File: config.mk
export PLATFORM = sky130hd
export DESIGN_NAME = qdsc_decoder
export DESIGN_NICKNAME = d
export VERILOG_FILES = /design/src/common/qdsc_pkg.sv /design/src/logic/qdsc_pin_sync.sv /design/src/logic/qdsc_decoder.sv
export SDC_FILE = /design/constraint.sdc
export NUM_CORES = 1
export LEC_CHECK = 0
export BUFFER_PORTS_ARGS = -buffer_cell sky130_fd_sc_hd__clkbuf_2
export CAP_MARGIN = 20
export CORE_ASPECT_RATIO = 1.2
export CORE_MARGIN = 5
export CORE_UTILIZATION = 30
export CTS_BUF_LIST = sky130_fd_sc_hd__clkbuf_16
export DETAILED_ROUTE_END_ITERATION = 12
export SKIP_CTS_REPAIR_TIMING = 1
export SLEW_MARGIN = 10
export SYNTH_ARGS = -nofsm -noshare
export SYNTH_HDL_FRONTEND = slang
export SYNTH_HIERARCHICAL = 1
export SYNTH_SLANG_ARGS = --single-unit
File: constraint.sdc
create_clock -name aclk -period 2.05 [get_ports aclk]
set_clock_uncertainty 0.05 [all_clocks]
set_input_delay 0.3075 -clock aclk [delete_from_list [all_inputs] [get_ports aclk]]
set_output_delay 0.3075 -clock aclk [all_outputs]
set_load 0.02 [all_outputs]
File: src/common/qdsc_pkg.sv
// constants and types shared by the quad converter serial command decoder
// assumes one clock domain (aclk) and an AXI4-Lite register bus of 32-bit words
// Notes on behaviour
// - a command word is 16 bits, msb first: load 2, channel 2, payload 12
// - after frame sync falls, 16 falling serial clock edges shift; later edges ignored
// - frame sync rising before the sixteenth edge discards the partial word
// - reset clears every bus-visible register except the enable bit, which comes up set, so every channel sits at zero scale
// - load code 01 copies the picked input register into its converter register
// - load code 10 writes payload into both registers of the picked channel
// - load code 11: channel code 00/01/10 does the same for all four channels
// - all four control bits set means a power-down command, no data loads
// - payload bit 11 set applies the power-down setting to all channels
// - payload bit 11 clear: bits 10 and 9 pick the one affected channel
// - payload bits 8 and 7 pick termination: hi-z, 1k, 100k, hi-z
// - payload bits 6 down to 0 of a power-down command are ignored
// - 1k termination works for all channels as well as for one
// - a single-channel 100k command leaves the other three channels untouched
package qdsc_pkg;
    localparam int unsigned NCHAN       = 4;
    localparam int unsigned DATA_W      = 12;
    localparam int unsigned WORD_W      = 16;
    localparam int unsigned CNT_W       = 5;
    localparam int unsigned ADDR_W      = 8;
    localparam int unsigned SYNC_STAGES = 3;

    // shift count at which a word is complete
    localparam logic [CNT_W-1:0] LAST_BIT_CNT = 5'h0f;

    // register map, byte addresses
    localparam logic [ADDR_W-1:0] OFS_CTRL   = 8'h00;
    localparam logic [ADDR_W-1:0] OFS_STATUS = 8'h04;
    localparam logic [ADDR_W-1:0] OFS_LAST   = 8'h08;
    localparam logic [ADDR_W-1:0] OFS_PD     = 8'h0c;
    localparam logic [3:0]        BANK_INREG = 4'h1;
    localparam logic [3:0]        BANK_CONV  = 4'h2;

    // field positions
    localparam int unsigned CTRL_EN_BIT    = 0;
    localparam int unsigned ST_ACTIVE_BIT  = 0;
    localparam int unsigned ST_CNT_LSB     = 1;
    localparam int unsigned ST_DONE_BIT    = 8;
    localparam int unsigned ST_ABORT_BIT   = 9;
    localparam int unsigned PD_TERM_LSB    = 4;
    localparam int unsigned ALL_FLAG_BIT   = 11;
    localparam int unsigned PD_PICK_LSB    = 9;
    localparam int unsigned PD_TERM_BIT_LO = 7;

    // values after reset
    localparam logic               CTRL_EN_RST = 1'b1;
    localparam logic [DATA_W-1:0]  ZERO_SCALE  = 12'h000;
    localparam logic [1:0]         TERM_RST    = 2'h0;
    localparam logic [WORD_W-1:0]  WORD_RST    = 16'h0000;

    // load-control codes
    localparam logic [1:0] LD_STORE  = 2'h0;
    localparam logic [1:0] LD_UPDATE = 2'h1;
    localparam logic [1:0] LD_BOTH   = 2'h2;
    localparam logic [1:0] LD_BCAST  = 2'h3;
    // channel codes under broadcast
    localparam logic [1:0] BC_STORE  = 2'h0;
    localparam logic [1:0] BC_UPDATE = 2'h1;
    localparam logic [1:0] BC_BOTH   = 2'h2;
    localparam logic [1:0] BC_PDOWN  = 2'h3;
    // termination codes
    localparam logic [1:0] TERM_HIZ  = 2'h0;
    localparam logic [1:0] TERM_1K   = 2'h1;
    localparam logic [1:0] TERM_100K = 2'h2;
    localparam logic [1:0] TERM_HIZ2 = 2'h3;

    localparam logic [1:0] RESP_OKAY   = 2'h0;
    localparam logic [1:0] RESP_SLVERR = 2'h2;

    typedef enum logic [1:0] {
        ST_IDLE  = 2'b00,
        ST_SHIFT = 2'b01,
        ST_HOLD  = 2'b10
    } qdsc_state_t;
endpackage : qdsc_pkg

File: src/logic/qdsc_pin_sync.sv
// three-stage synchroniser with agreement filter for asynchronous pins
// assumes pins change slowly compared with aclk; a level moves once stages 1 and 2 agree
`timescale 1ns/1ps
`default_nettype none
module qdsc_pin_sync
    import qdsc_pkg::*;
#(
    parameter int unsigned     W       = 3,
    parameter logic [W-1:0]    RST_VAL = '0
) (
    // clock and reset
    input  wire logic          aclk,
    input  wire logic          aresetn,
    // raw pins and filtered levels
    input  wire logic [W-1:0]  pins_in,
    output logic      [W-1:0]  pins_level
);
    for (genvar i = 0; i < W; i++) begin : g_bit
        logic [SYNC_STAGES-1:0] stage_q;
        logic                   level_q;
        // stage 0 feeds stage 1 only
        always_ff @(posedge aclk) begin
            if (!aresetn) begin
                stage_q <= {SYNC_STAGES{RST_VAL[i]}};
                level_q <= RST_VAL[i];
            end else begin
                stage_q <= {stage_q[SYNC_STAGES-2:0], pins_in[i]};
                if (stage_q[1] == stage_q[2]) begin
                    level_q <= stage_q[2];
                end
            end
        end
        assign pins_level[i] = level_q;
    end
endmodule : qdsc_pin_sync
`default_nettype wire

File: src/logic/qdsc_decoder.sv
// serial command decoder for a four-channel converter, with AXI4-Lite status/control
// assumes link pins are asynchronous to aclk and sclk is well below aclk/8
//
// Register access over AXI4-Lite and the address map were left to the implementer.
`timescale 1ns/1ps
`default_nettype none
module qdsc_decoder
    import qdsc_pkg::*;
(
    // clock and reset
    input  wire logic                          aclk,
    input  wire logic                          aresetn,
    // axi4-lite write address
    input  wire logic [ADDR_W-1:0]             s_axi_awaddr,
    input  wire logic                          s_axi_awvalid,
    output logic                               s_axi_awready,
    // axi4-lite write data
    input  wire logic [31:0]                   s_axi_wdata,
    input  wire logic [3:0]                    s_axi_wstrb,
    input  wire logic                          s_axi_wvalid,
    output logic                               s_axi_wready,
    // axi4-lite write response
    output logic [1:0]                         s_axi_bresp,
    output logic                               s_axi_bvalid,
    input  wire logic                          s_axi_bready,
    // axi4-lite read address
    input  wire logic [ADDR_W-1:0]             s_axi_araddr,
    input  wire logic                          s_axi_arvalid,
    output logic                               s_axi_arready,
    // axi4-lite read data
    output logic [31:0]                        s_axi_rdata,
    output logic [1:0]                         s_axi_rresp,
    output logic                               s_axi_rvalid,
    input  wire logic                          s_axi_rready,
    // serial link pins
    input  wire logic                          link_sclk,
    input  wire logic                          link_din,
    input  wire logic                          link_frame_n,
    // per-channel results
    output logic [NCHAN-1:0][DATA_W-1:0]       conv_value,
    output logic [NCHAN-1:0]                   power_down_state,
    output logic [NCHAN-1:0][1:0]              out_term
);
    // pin filtering
    logic [2:0] pin_lvl;
    logic       sclk_l;
    logic       din_l;
    logic       frame_n_l;

    qdsc_pin_sync #(
        .W       (3),
        .RST_VAL (3'h5)
    ) u_sync (
        .aclk       (aclk),
        .aresetn    (aresetn),
        .pins_in    ({link_frame_n, link_din, link_sclk}),
        .pins_level (pin_lvl)
    );

    assign sclk_l    = pin_lvl[0];
    assign din_l     = pin_lvl[1];
    assign frame_n_l = pin_lvl[2];

    // edge detection on the filtered levels
    logic sclk_prev_q;
    logic frame_prev_q;
    logic sclk_fall;
    logic frame_fall;
    logic frame_rise;

    always_ff @(posedge aclk) begin
        if (!aresetn) begin
            sclk_prev_q  <= 1'b1;
            frame_prev_q <= 1'b1;
        end else begin
            sclk_prev_q  <= sclk_l;
            frame_prev_q <= frame_n_l;
        end
    end

    assign sclk_fall  = sclk_prev_q & ~sclk_l;
    assign frame_fall = frame_prev_q & ~frame_n_l;
    assign frame_rise = ~frame_prev_q & frame_n_l;

    // software control and status
    logic ctrl_en_q;
    logic done_q;
    logic abort_q;

    // frame state machine
    qdsc_state_t           state_q;
    logic [CNT_W-1:0]      cnt_q;
    logic [WORD_W-2:0]     shift_q;
    logic [WORD_W-1:0]     word_q;
    logic                  exec_q;
    logic                  abort_evt_q;

    always_ff @(posedge aclk) begin
        if (!aresetn) begin
            state_q     <= ST_IDLE;
            cnt_q       <= '0;
            shift_q     <= '0;
            exec_q      <= 1'b0;
            abort_evt_q <= 1'b0;
        end else begin
            exec_q      <= 1'b0;
            abort_evt_q <= 1'b0;
            case (state_q)
                ST_IDLE: begin
                    // a frame already low when enabled is skipped entirely
                    if (frame_fall && ctrl_en_q) begin
                        state_q <= ST_SHIFT;
                        cnt_q   <= '0;
                    end
                end
                ST_SHIFT: begin
                    if (frame_rise) begin
                        state_q     <= ST_IDLE;
                        abort_evt_q <= 1'b1;
                    end else if (sclk_fall) begin
                        shift_q <= {shift_q[WORD_W-3:0], din_l};
                        cnt_q   <= cnt_q + 5'h01;
                        if (cnt_q == LAST_BIT_CNT) begin
                            state_q <= ST_HOLD;
                            exec_q  <= 1'b1;
                        end
                    end
                end
                ST_HOLD: begin
                    // further edges ignored until frame sync rises
                    if (frame_rise) begin
                        state_q <= ST_IDLE;
                    end
                end
                default: begin
                    state_q <= ST_IDLE;
                end
            endcase
        end
    end

    // last completed word, msb first
    always_ff @(posedge aclk) begin
        if (!aresetn) begin
            word_q <= WORD_RST;
        end else if (state_q == ST_SHIFT && !frame_rise && sclk_fall
                     && cnt_q == LAST_BIT_CNT) begin
            word_q <= {shift_q, din_l};
        end
    end

    // command decode
    logic [1:0]         load_ctrl;
    logic [1:0]         chan_pick;
    logic [DATA_W-1:0]  payload_bits;
    logic               load_ctrl_hi;
    logic               load_ctrl_lo;
    logic               chan_pick_hi;
    logic               chan_pick_lo;
    logic               pd_cmd;
    logic               all_channels_flag;
    logic [1:0]         pd_chan_pick;
    logic [1:0]         pd_term;

    assign load_ctrl_hi      = word_q[15];
    assign load_ctrl_lo      = word_q[14];
    assign chan_pick_hi      = word_q[13];
    assign chan_pick_lo      = word_q[12];
    assign load_ctrl         = {load_ctrl_hi, load_ctrl_lo};
    assign chan_pick         = {chan_pick_hi, chan_pick_lo};
    assign payload_bits      = word_q[DATA_W-1:0];
    assign pd_cmd            = (load_ctrl == LD_BCAST) && (chan_pick == BC_PDOWN);
    assign all_channels_flag = payload_bits[ALL_FLAG_BIT];
    assign pd_chan_pick      = payload_bits[PD_PICK_LSB +: 2];
    // bits 6..0 never looked at
    assign pd_term           = payload_bits[PD_TERM_BIT_LO +: 2];

    logic [NCHAN-1:0][DATA_W-1:0] in_reg_q;
    logic [NCHAN-1:0][DATA_W-1:0] conv_q;
    logic [NCHAN-1:0]             pd_q;
    logic [NCHAN-1:0][1:0]        term_q;

    for (genvar ch = 0; ch < NCHAN; ch++) begin : g_chan
        logic hit;
        logic ld_in;
        logic ld_conv_data;
        logic ld_conv_copy;
        logic pd_hit;

        assign hit = (chan_pick == 2'(ch));
        assign ld_in = exec_q && !pd_cmd &&
                       ((load_ctrl == LD_STORE && hit) ||
                        (load_ctrl == LD_BOTH && hit) ||
                        (load_ctrl == LD_BCAST && chan_pick == BC_STORE) ||
                        (load_ctrl == LD_BCAST && chan_pick == BC_BOTH));
        assign ld_conv_copy = exec_q && !pd_cmd &&
                              ((load_ctrl == LD_UPDATE && hit) ||
                               (load_ctrl == LD_BCAST && chan_pick == BC_UPDATE));
        assign ld_conv_data = exec_q && !pd_cmd &&
                              ((load_ctrl == LD_BOTH && hit) ||
                               (load_ctrl == LD_BCAST && chan_pick == BC_BOTH));
        // flag set covers all channels, else only the picked one
        assign pd_hit = exec_q && pd_cmd &&
                        (all_channels_flag ||
                         pd_chan_pick == 2'(ch));

        always_ff @(posedge aclk) begin
            if (!aresetn) begin
                in_reg_q[ch] <= ZERO_SCALE;
            end else if (ld_in) begin
                in_reg_q[ch] <= payload_bits;
            end
        end

        always_ff @(posedge aclk) begin
            if (!aresetn) begin
                conv_q[ch] <= ZERO_SCALE;
            end else if (ld_conv_data) begin
                conv_q[ch] <= payload_bits;
            end else if (ld_conv_copy) begin
                conv_q[ch] <= in_reg_q[ch];
            end
        end

        // power-down state per channel; a converter update wakes it
        always_ff @(posedge aclk) begin
            if (!aresetn) begin
                pd_q[ch]   <= 1'b0;
                term_q[ch] <= TERM_RST;
            end else if (pd_hit) begin
                pd_q[ch]   <= 1'b1;
                term_q[ch] <= pd_term;
            end else if (ld_conv_data || ld_conv_copy) begin
                pd_q[ch]   <= 1'b0;
            end
        end
    end

    assign conv_value       = conv_q;
    assign power_down_state = pd_q;
    assign out_term         = term_q;

    // axi4-lite write path: address and data taken independently
    logic              aw_held_q;
    logic [ADDR_W-1:0] aw_addr_q;
    logic              w_held_q;
    logic [31:0]       w_data_q;
    logic [3:0]        w_strb_q;
    logic              bvalid_q;
    logic [1:0]        bresp_q;
    logic              do_write;
    logic              wr_ctrl;
    logic              wr_status;

    assign s_axi_awready = ~aw_held_q & ~bvalid_q;
    assign s_axi_wready  = ~w_held_q & ~bvalid_q;
    assign do_write      = aw_held_q & w_held_q & ~bvalid_q;
    assign wr_ctrl       = do_write && aw_addr_q[ADDR_W-1:2] == OFS_CTRL[ADDR_W-1:2]
                           && w_strb_q[0];
    assign wr_status     = do_write && aw_addr_q[ADDR_W-1:2] == OFS_STATUS[ADDR_W-1:2]
                           && w_strb_q[1];

    always_ff @(posedge aclk) begin
        if (!aresetn) begin
            aw_held_q <= 1'b0;
            aw_addr_q <= '0;
        end else if (s_axi_awvalid && s_axi_awready) begin
            aw_held_q <= 1'b1;
            aw_addr_q <= s_axi_awaddr;
        end else if (do_write) begin
            aw_held_q <= 1'b0;
        end
    end

    always_ff @(posedge aclk) begin
        if (!aresetn) begin
            w_held_q <= 1'b0;
            w_data_q <= '0;
            w_strb_q <= '0;
        end else if (s_axi_wvalid && s_axi_wready) begin
            w_held_q <= 1'b1;
            w_data_q <= s_axi_wdata;
            w_strb_q <= s_axi_wstrb;
        end else if (do_write) begin
            w_held_q <= 1'b0;
        end
    end

    always_ff @(posedge aclk) begin
        if (!aresetn) begin
            bvalid_q <= 1'b0;
            bresp_q  <= RESP_OKAY;
        end else if (do_write) begin
            bvalid_q <= 1'b1;
            bresp_q  <= (aw_addr_q[ADDR_W-1:2] == OFS_CTRL[ADDR_W-1:2] ||
                         aw_addr_q[ADDR_W-1:2] == OFS_STATUS[ADDR_W-1:2])
                        ? RESP_OKAY : RESP_SLVERR;
        end else if (s_axi_bready) begin
            bvalid_q <= 1'b0;
        end
    end

    assign s_axi_bvalid = bvalid_q;
    assign s_axi_bresp  = bresp_q;

    always_ff @(posedge aclk) begin
        if (!aresetn) begin
            ctrl_en_q <= CTRL_EN_RST;
        end else if (wr_ctrl) begin
            ctrl_en_q <= w_data_q[CTRL_EN_BIT];
        end
    end

    // sticky flags: a new event beats a same-cycle clear
    always_ff @(posedge aclk) begin
        if (!aresetn) begin
            done_q  <= 1'b0;
            abort_q <= 1'b0;
        end else begin
            done_q  <= exec_q |
                       (done_q & ~(wr_status & w_data_q[ST_DONE_BIT]));
            abort_q <= abort_evt_q |
                       (abort_q & ~(wr_status & w_data_q[ST_ABORT_BIT]));
        end
    end

    // axi4-lite read path
    logic        rvalid_q;
    logic [31:0] rdata_q;
    logic [1:0]  rresp_q;
    logic [31:0] rd_word;
    logic        rd_hit;

    always_comb begin
        rd_word = 32'h0000_0000;
        rd_hit  = 1'b1;
        if (s_axi_araddr[ADDR_W-1:4] == BANK_INREG) begin
            rd_word[DATA_W-1:0] = in_reg_q[s_axi_araddr[3:2]];
        end else if (s_axi_araddr[ADDR_W-1:4] == BANK_CONV) begin
            rd_word[DATA_W-1:0] = conv_q[s_axi_araddr[3:2]];
        end else begin
            case (s_axi_araddr[ADDR_W-1:2])
                OFS_CTRL[ADDR_W-1:2]: begin
                    rd_word[CTRL_EN_BIT] = ctrl_en_q;
                end
                OFS_STATUS[ADDR_W-1:2]: begin
                    rd_word[ST_ACTIVE_BIT]         = (state_q == ST_SHIFT);
                    rd_word[ST_CNT_LSB +: CNT_W]   = cnt_q;
                    rd_word[ST_DONE_BIT]           = done_q;
                    rd_word[ST_ABORT_BIT]          = abort_q;
                end
                OFS_LAST[ADDR_W-1:2]: begin
                    rd_word[WORD_W-1:0] = word_q;
                end
                OFS_PD[ADDR_W-1:2]: begin
                    rd_word[NCHAN-1:0] = pd_q;
                    rd_word[PD_TERM_LSB +: 2*NCHAN] = term_q;
                end
                default: begin
                    rd_hit = 1'b0;
                end
            endcase
        end
    end

    assign s_axi_arready = ~rvalid_q;

    always_ff @(posedge aclk) begin
        if (!aresetn) begin
            rvalid_q <= 1'b0;
            rdata_q  <= '0;
            rresp_q  <= RESP_OKAY;
        end else if (s_axi_arvalid && s_axi_arready) begin
            rvalid_q <= 1'b1;
            rdata_q  <= rd_word;
            rresp_q  <= rd_hit ? RESP_OKAY : RESP_SLVERR;
        end else if (s_axi_rready) begin
            rvalid_q <= 1'b0;
        end
    end

    assign s_axi_rvalid = rvalid_q;
    assign s_axi_rdata  = rdata_q;
    assign s_axi_rresp  = rresp_q;
endmodule : qdsc_decoder
`default_nettype wire

==> results of run 1 <==
path summary, 6_finish.rpt:
check | end | slack [ns] | cells after the start
worst max-delay path | word_q[0] | 0.18 | 8
worst min-delay path | u_sync/g_bit[2].stage_q[0] | 0.007 | 2
worst max register to register | word_q[0] | 0.18 | 8
worst min register to register | u_sync/g_bit[2].stage_q[1] | 0.35 | 1
registers in the layout, summed over array words and instances (netlist names), 5 cells and up:
signal,count
in_reg_q,48
u_sync/g_bit.stage_q,9
word_q,16
s_axi_rdata,16
out_term,8
shift_q,15
cnt_q,5
conv_value,48
aw_addr_q,6
per-stage QoR:
step | hold slack, ns | utilization | power [mW] | instance area, um^2
floorplan | 0.331 | - | 4.30 | 9160
global placement | 0.342 | 0.345 | 4.40 | 10300
detailed placement | 0.342 | 0.345 | 4.41 | 10300
CTS | -0.0150 | 0.366 | 7.93 | 10900
global route | 0.0105 | 0.366 | 8.12 | 10900
finish | 0.00653 | 0.366 | 7.85 | 10900
routing by layer:
| layer | track usage | vias up |
|---|---|---|
| met5 | 0 | - |
| met4 | 0.0873 | 0 |
| met3 | 0.0414 | 55 |
| met2 | 0.268 | 301 |
| met1 | 0.213 | 3761 |
| li1 | - | 3713 |
cell type report:
cell class / instances / area share
Tap cell: 390 / 0.0448
Clock inverter: 15 / 0.0181
Inverter: 7 / 0.00264
Multi-Input combinational cell: 687 / 0.418
Sequential cell: 198 / 0.364
Clock buffer: 17 / 0.0390
Timing Repair Buffer: 184 / 0.113
cell usage in the layout, fill, tap and decap left out, types with 17 or more instances in the layout:
master | synthesis | routed
clkbuf_2 | 2 | 109
nand2b_1 | 18 | 18
nand2_1 | 106 | 106
o22ai_1 | 30 | 30
clkbuf_16 | 0 | 17
conb_1 | 1 | 18
nor2_1 | 91 | 91
mux4_2 | 24 | 24
dfxtp_1 | 198 | 198
o21ai_0 | 35 | 35
mux2i_1 | 82 | 82
buf_4 | 35 | 64
a21oi_1 | 86 | 86
nand3_1 | 25 | 25
power groups by stage:
stage               Combinational [mW]  Clock (mW)  Sequential (mW)
global route                     0.442        3.77             3.91
global placement                 0.405           0             4.00
floorplan                        0.285           0             4.01
finish                           0.409        3.53             3.91
detailed placement               0.409           0             4.00
CTS                              0.409        3.61             3.91
kinds of logic (layout without fill, tap and decap cells):
| group | Yosys count | count (layout) | synth area share |
|---|---|---|---|
| buffers and inverters | 117 | 223 | 0.0702 |
| AO/OA/AOI/OAI | 243 | 243 | 0.166 |
| XOR/XNOR | 4 | 4 | 0.00468 |
| other | 1 | 18 | 0.000412 |
| AND/OR/NAND/NOR | 314 | 314 | 0.170 |
| multiplexers | 106 | 106 | 0.150 |
| adder cells (fa/ha/maj) | 2 | 2 | 0.00275 |
| flip-flops | 198 | 198 | 0.436 |
==> impl_metrics.py, run 1 <==
metrics = {
    "sta": {
        "hold_viol_final": 0,
        "tns_ns": 0,
        "period_minus_slack_ns": 1.87,
        "tightest_slew_ns": 0.956,
        "max_freq_mhz": 535,
        "slew_viol_final": 0,
        "setup_slack_ns": 0.182,
        "rsz0062_at_grt": "no",
        "min_period_over_period": 0.911,
        "setup_viol": 0,
        "relSlewSlack": 0.358,
    },
    "die": {
        "start_util": 0.305,
        "num_rows": 69,
        "die-area_um2": 33900,
        "die_y_um": 201,
        "die_w_um": 169,
        "core_um2": 29800,
        "io_pins": 163,
    },
    "cells_and_area": {
        "diodes": 0,
        "multi_input_area_um2": 4560,
        "stdcell_count": 1498,
        "drive_gt1_frac": 0.235,
        "syn2layout_area_growth_pct": 19.8,
        "fin_nets": 1159,
        "nFillCells": 2992,
        "seq_area_um2": 3960,
    },
    "flow_run": {
        "cap_viol_max_count": 0,
    },
    "clock_network": {
        "clock-sinks": 198,
        "clockBufferDepth": 2,
        "cts_max_level": 4,
        "cts_inserted_buffers": 17,
        "cts_root_buf": "clkbuf_16",
        "clk_pin_slew_ns": 0.07,
        "clkLatencyLatePin_ns": 0.43,
        "cts_tree": "yes",
    },
    "hold_path": {
        "holdCritPathClass": "input port to flop",
        "min-delay-start": "link_frame_n",
    },
    "power_and_ir_drop": {
        "power_switching_mw": 1.87,
        "combPwrFrac": 0.052,
        "clkPwrFrac": 0.450,
        "power-per-cell-area_nw_per_um2": 720,
        "leakage_nw": 4.27,
        "p_seq_frac": 0.498,
        "sw_frac_of_total": 0.238,
        "irDropWorstVdd_v": 0.000565,
        "internal_power_mw": 5.98,
    },
    "synth": {
        "synth_top_area_frac": 0.436,
        "synth_edf_count": 0,
        "synth_area_um2": 9100,
        "yosysMostFrequentCell": "dfxtp_1",
        "synth.distinct_cells": 67,
        "ys.flop_type": "dfxtp_1",
        "synth_largest_area_cell": "dfxtp_1",
        "yosys-top-cells-area": "dfxtp_1 (44%), mux2i_1 (9.0%), mux4_2 (5.9%)",
        "syn_inst": 985,
        "ys_seq_elements": 198,
        "synth-seq-area-share": 0.436,
        "synth_common_cells": "dfxtp_1 (198), nand2_1 (106), nor2_1 (91), a21oi_1 (86), mux2i_1 (82)",
        "syn_avg_cell_area_um2": 9.23,
        "async_reset_ff_frac": 0,
        "synth_warnings": 6,
    },
    "global_routing": {
        "globalRouteTotalUtil": 0.169,
        "grt_first_pass_wirelength_mm": 44.5,
        "antenna_found_initial": 0,
        "overflow": 0,
        "grt_max_degree": 80,
        "grt_pass1_vias": 7431,
    },
    "drt": {
        "wl_met2_mm": 13.9,
        "drt-pass1-iter-count": 5,
        "dr.max_layer_used": "met4",
        "drc": 0,
        "detail-route-antenna-nets": 0,
        "wl_mm": 29.4,
        "wl_per_cell_um": 19.6,
        "met3WireLength_mm": 2.13,
        "vias": 7830,
        "drtIter0Drc": 677,
        "wl_met1_mm": 11.9,
        "viasPerCell": 5.23,
    },
    "worst_setup_path": {
        "critPathLaunchType": "flop",
        "crit_arrival_ns": 2.18,
        "crit_chain": "ha_1 > and3_1 > ha_1 > nand3b_1 > nor3b_2 > buf_12 > nand2_1 > a21oi_1",
        "crit_type": "flop to flop",
        "end_kind": "flop",
        "cp_max_fo": 16,
        "critPathTopFamily": "simple AND/OR/NAND/NOR gates",
        "cp_slowest_stage_delay_ns": 0.38,
        "critPathSlowestCell": "dfxtp_1",
        "required_ns": 2.36,
        "cpMostUsedCell": "ha_1",
        "crit_buf_inv": 1,
        "r2r_start": "cnt_q[1]",
        "crit_start": "cnt_q[1]",
    },
    "placed_design": {
        "pre_cts_ws_ns": 0.161,
        "dp.cells": 1465,
        "io_buffers": 109,
        "dp_hpwl_mm": 21.3,
        "gp_congestion": 0.884,
    },
    "outcome": {
        "outcome": "complete, no violations",
    },
}
Power figures use the tool's default switching activity.
==> inputs of run 2 (changes only) <==
==> constraint.sdc (replaced) <==
create_clock -name aclk -period 2.05 [get_ports aclk]
set_clock_uncertainty 0.05 [all_clocks]
set_input_delay 0.205 -clock aclk [delete_from_list [all_inputs] [get_ports aclk]]
set_output_delay 0.205 -clock aclk [all_outputs]
set_load 0.02 [all_outputs]
==> impl_metrics.py, run 2 (synthesis results as in run 1) <==
metrics = {
    "placed_design": {
        "dp.cells": 1456,
        "gp_congestion": 0.884,
        "placed_area_um2": 10200,
        "dp_hpwl_mm": 21.2,
        "io_buffers": 109,
    },
    "flow_run": {
        "cap_viol_max_count": 0,
    },
    "outcome": {
        "outcome": "complete, but fails checks",
        "failed_checks": "negative hold slack",
    },
    "sta": {
        "period_minus_slack_ns": 1.85,
        "slew_viol_final": 0,
        "hold_viol_final": 1,
        "max_freq_mhz": 541,
        "setup_viol": 0,
        "tightest_slew_ns": 0.834,
        "hold_slack_ns": -0.00838,
        "relSlewSlack": 0.440,
        "min_period_over_period": 0.901,
        "rsz0062_at_grt": "no",
        "tns_ns": 0,
    },
    "worst_setup_path": {
        "cpMostUsedCell": "ha_1",
        "crit_start": "cnt_q[1]",
        "crit_arrival_ns": 2.16,
        "end_kind": "flop",
        "critPathLaunchType": "flop",
        "cp_slowest_stage_delay_ns": 0.38,
        "critPathTopFamily": "simple AND/OR/NAND/NOR gates",
        "crit_chain": "ha_1 > and3_1 > ha_1 > nand3b_1 > nor3b_2 > buf_4 > nand2_1 > a21oi_1",
        "r2r_start": "cnt_q[1]",
        "required_ns": 2.37,
        "crit_buf_inv": 1,
        "cp_max_fo": 16,
        "critPathSlowestCell": "dfxtp_1",
        "crit_type": "flop to flop",
    },
    "global_routing": {
        "antenna_found_initial": 0,
        "globalRouteTotalUtil": 0.169,
        "overflow": 0,
        "grt_first_pass_wirelength_mm": 44.5,
        "grt_max_degree": 121,
        "grt_pass1_vias": 7489,
    },
    "cells_and_area": {
        "fin_nets": 1163,
        "final_util": 0.368,
        "final_area_um2": 11000,
        "final_cell_mix": "dfxtp_1 (197), clkbuf_2 (109), nand2_1 (106)",
        "syn2layout_area_growth_pct": 20.6,
        "drive_gt1_frac": 0.223,
        "mostFrequentLayoutCell": "dfxtp_1",
        "diodes": 0,
        "stdcell_count": 1500,
    },
    "die": {
        "start_util": 0.305,
        "core_um2": 29800,
        "die_w_um": 169,
        "die-area_um2": 33900,
        "io_pins": 163,
        "die_y_um": 201,
        "num_rows": 69,
    },
    "power_and_ir_drop": {
        "leakage_nw": 4.29,
        "power-per-cell-area_nw_per_um2": 741,
        "irDropWorstVdd_v": 0.000567,
    },
    "drt": {
        "drc": 0,
        "viasPerCell": 5.29,
        "detail-route-antenna-nets": 0,
        "drt-pass1-iter-count": 5,
        "met3WireLength_mm": 2.42,
        "drtIter0Drc": 712,
        "wl_per_cell_um": 19.7,
        "vias": 7928,
        "wl_met1_mm": 12.0,
        "dr.max_layer_used": "met4",
        "wl_mm": 29.5,
        "wl_met2_mm": 13.9,
    },
    "clock_network": {
        "clk_pin_slew_ns": 0.07,
        "clkLatencyLatePin_ns": 0.44,
        "clockBufferDepth": 2,
        "cts_root_buf": "clkbuf_16",
        "cts_inserted_buffers": 17,
        "cts_tree": "yes",
        "clock-sinks": 198,
        "cts_max_level": 4,
    },
    "hold_path": {
        "holdCritPathClass": "input port to flop",
        "min-delay-start": "s_axi_wdata[0]",
    },
}
-- run 2: cell types whose count changed in the layout (fill, tap and decap cells not counted), sizes merged --
cell	change
dlygate4sd3	+13
buf	-9
bufinv	+3
clkinv	-3
clkinvlp	-2
-- run 2: tightest hold or removal path, delay by kind of cell --
kind	cells	cell delay [ns]
mux	1	0.06
buf+inv	1	0.08
simple gates	1	0.10
-- run 2: worst paths after layout --
kind	end	slack, ns	depth (start not counted)
worst max-delay path	word_q[12]	0.20	8
worst min-delay path	w_data_q[0]	-0.008	3
worst max register to register	word_q[12]	0.20	8
worst min register to register	u_sync/g_bit[0].stage_q[1]	0.36	1
-- run 2: layout make-up --
class                   count  area [um^2]
clock buffers              17          425
clock inverters            13          226
fillers                  3012        18800
inverters                   7         28.8
multi-input cells         687         4560
flip-flops and latches    198         3970
well taps                 390          488
repair buffers            188         1270
-- run 2: power by group --
part | internal, mW | total (mW) | leakage, nW | switching [mW]
clock | 2.28 | 3.79 | 0.320 | 1.51
combinational | 0.153 | 0.421 | 2.37 | 0.269
sequential | 3.88 | 3.91 | 1.60 | 0.0250
total | 6.32 | 8.12 | 4.29 | 1.81
-- run 2: per-layer routing --
| metal | GRT usage | vias to the layer above |
|---|---|---|
| met3 | 0.0441 | 51 |
| met5 | 0 | - |
| met2 | 0.273 | 332 |
| met1 | 0.211 | 3831 |
| li1 | - | 3714 |
| met4 | 0.0725 | 0 |
-- run 2: per-stage QoR --
step                hold slack, ns  worst slack [ns]  total power, mW
floorplan                    0.228             0.235             4.30
global placement             0.338             0.205             4.39
detailed placement           0.342             0.158             4.40
CTS                         -0.116             0.144             8.15
global route               0.00182            0.0338             8.36
finish                    -0.00838             0.202             8.12
==> inputs of run 3 (changes only) <==
--- a/config.mk
+++ b/config.mk
@@ -7,11 +7,14 @@
 export LEC_CHECK = 0
 export BUFFER_PORTS_ARGS = -buffer_cell sky130_fd_sc_hd__clkbuf_2
 export CAP_MARGIN = 20
+export CELL_PAD_IN_SITES_DETAIL_PLACEMENT = 0
+export CELL_PAD_IN_SITES_GLOBAL_PLACEMENT = 1
 export CORE_ASPECT_RATIO = 1.2
 export CORE_MARGIN = 5
 export CORE_UTILIZATION = 30
 export CTS_BUF_LIST = sky130_fd_sc_hd__clkbuf_16
 export DETAILED_ROUTE_END_ITERATION = 12
+export PLACE_DENSITY_LB_ADDON = 0.1
 export SKIP_CTS_REPAIR_TIMING = 1
 export SLEW_MARGIN = 10
 export SYNTH_ARGS = -nofsm -noshare
==> impl_metrics.py, run 3 (synthesis results as in run 1) <==
metrics = {
    "drt": {
        "wl_mm": 32.9,
        "detail-route-antenna-nets": 0,
        "drtIter0Drc": 531,
        "wl_per_cell_um": 21.7,
        "drc": 0,
        "viasPerCell": 5.15,
        "drt-pass1-iter-count": 6,
        "vias": 7829,
    },
    "power_and_ir_drop": {
        "power-per-cell-area_nw_per_um2": 716,
        "leakage_nw": 4.41,
        "irDropWorstVdd_v": 0.000433,
    },
    "clock_network": {
        "cts_max_level": 4,
        "cts_inserted_buffers": 17,
        "clockBufferDepth": 2,
        "clk_pin_slew_ns": 0.08,
        "cts_tree": "yes",
        "cts_root_buf": "clkbuf_16",
        "clock-sinks": 198,
        "clkLatencyLatePin_ns": 0.44,
    },
    "worst_setup_path": {
        "critPathSlowestCell": "dfxtp_1",
        "required_ns": 2.33,
        "crit_chain": "buf_4 > clkinv_1 > nor3b_2 > mux2i_1 > nor2_1",
        "crit_arrival_ns": 2.12,
        "crit_type": "flop to flop",
        "cp_slowest_stage_delay_ns": 0.54,
        "end_kind": "flop",
        "critPathLaunchType": "flop",
        "cp_max_fo": 8,
    },
    "die": {
        "die_w_um": 169,
        "die_y_um": 201,
        "core_um2": 29800,
        "die-area_um2": 33900,
        "io_pins": 163,
        "num_rows": 69,
        "start_util": 0.305,
    },
    "cells_and_area": {
        "mostFrequentLayoutCell": "dfxtp_1",
        "final_util": 0.374,
        "multi_input_area_um2": 4560,
        "seq_area_um2": 3970,
        "fin_nets": 1182,
        "drive_gt1_frac": 0.239,
        "nFillCells": 3121,
        "diodes": 0,
        "syn2layout_area_growth_pct": 22.5,
        "final_cell_mix": "dfxtp_1 (196), clkbuf_2 (109), nand2_1 (106)",
    },
    "global_routing": {
        "overflow": 0,
        "antenna_found_initial": 0,
        "grt_max_degree": 80,
        "grt_first_pass_wirelength_mm": 49.2,
        "globalRouteTotalUtil": 0.190,
        "grt_pass1_vias": 7609,
    },
    "placed_design": {
        "dp_hpwl_mm": 23.4,
        "gp_congestion": 0.798,
        "io_buffers": 109,
    },
    "sta": {
        "max_freq_mhz": 542,
        "setup_viol": 0,
        "tightest_slew_ns": 0.738,
        "tns_ns": 0,
        "min_period_over_period": 0.900,
        "relSlewSlack": 0.504,
        "slew_viol_final": 0,
        "rsz0062_at_grt": "no",
        "hold_viol_final": 0,
        "period_minus_slack_ns": 1.85,
    },
    "hold_path": {
        "holdCritPathClass": "input port to flop",
    },
    "outcome": {
        "outcome": "complete, no violations",
    },
    "flow_run": {
        "cap_viol_max_count": 0,
    },
}
## run 3: final timing paths
kind | to | from | slack [ns] | cells past startpoint
worst max-delay path | out_term[6] | exec_q | 0.20 | 5
worst min-delay path | s_axi_rresp[1] | s_axi_araddr[7] | 0.09 | 3
worst max register to register | out_term[6] | exec_q | 0.20 | 5
worst min register to register | u_sync/g_bit[0].stage_q[1] | u_sync/g_bit[0].stage_q[0] | 0.36 | 1
## run 3: worst max-delay path: cells and delay by family, from the launching register on
| family | cells | cell delay (ns) |
|---|---|---|
| buffers and inverters | 2 | 0.43 |
| muxes | 1 | 0.23 |
| and+or+nand+nor | 2 | 0.49 |
| DFF | 1 | 0.54 |
## run 3: power by group
part           leakage (nW)  switching (mW)  internal, mW
registers              1.60          0.0277          3.88
clock network         0.308            1.66          1.96
logic                  2.50           0.281         0.165
total                  4.41            1.97          6.01
## run 3: through the flow
stage	worst slack (ns)	cells	area (um^2)	power, mW	hold slack, ns
finish	0.204	1521	11100	7.98	0.0915
global route	0.0667	1521	11100	8.27	0.121
CTS	0.0687	1505	11000	8.05	-0.129
detailed placement	0.0874	1473	10400	4.43	0.339
global placement	0.123	1473	10400	4.43	0.339
floorplan	0.235	1002	9160	4.30	0.228
## run 3: metal layers
| layer | part of all wire | GRT usage |
|---|---|---|
| met1 | 0.47 | 0.268 |
| met2 | 0.47 | 0.303 |
| met3 | 0.047 | 0.0323 |
| met4 | 0.015 | 0.0464 |
| met5 | 0 | 0 |
## run 3: final cells by class
type / count / area share
inverters: 7 / 0.00258
clock inverters: 15 / 0.0172
well taps: 390 / 0.0438
clock buffers: 17 / 0.0382
flip-flops and latches: 198 / 0.356
multi-input cells: 687 / 0.409
repair buffers: 207 / 0.133
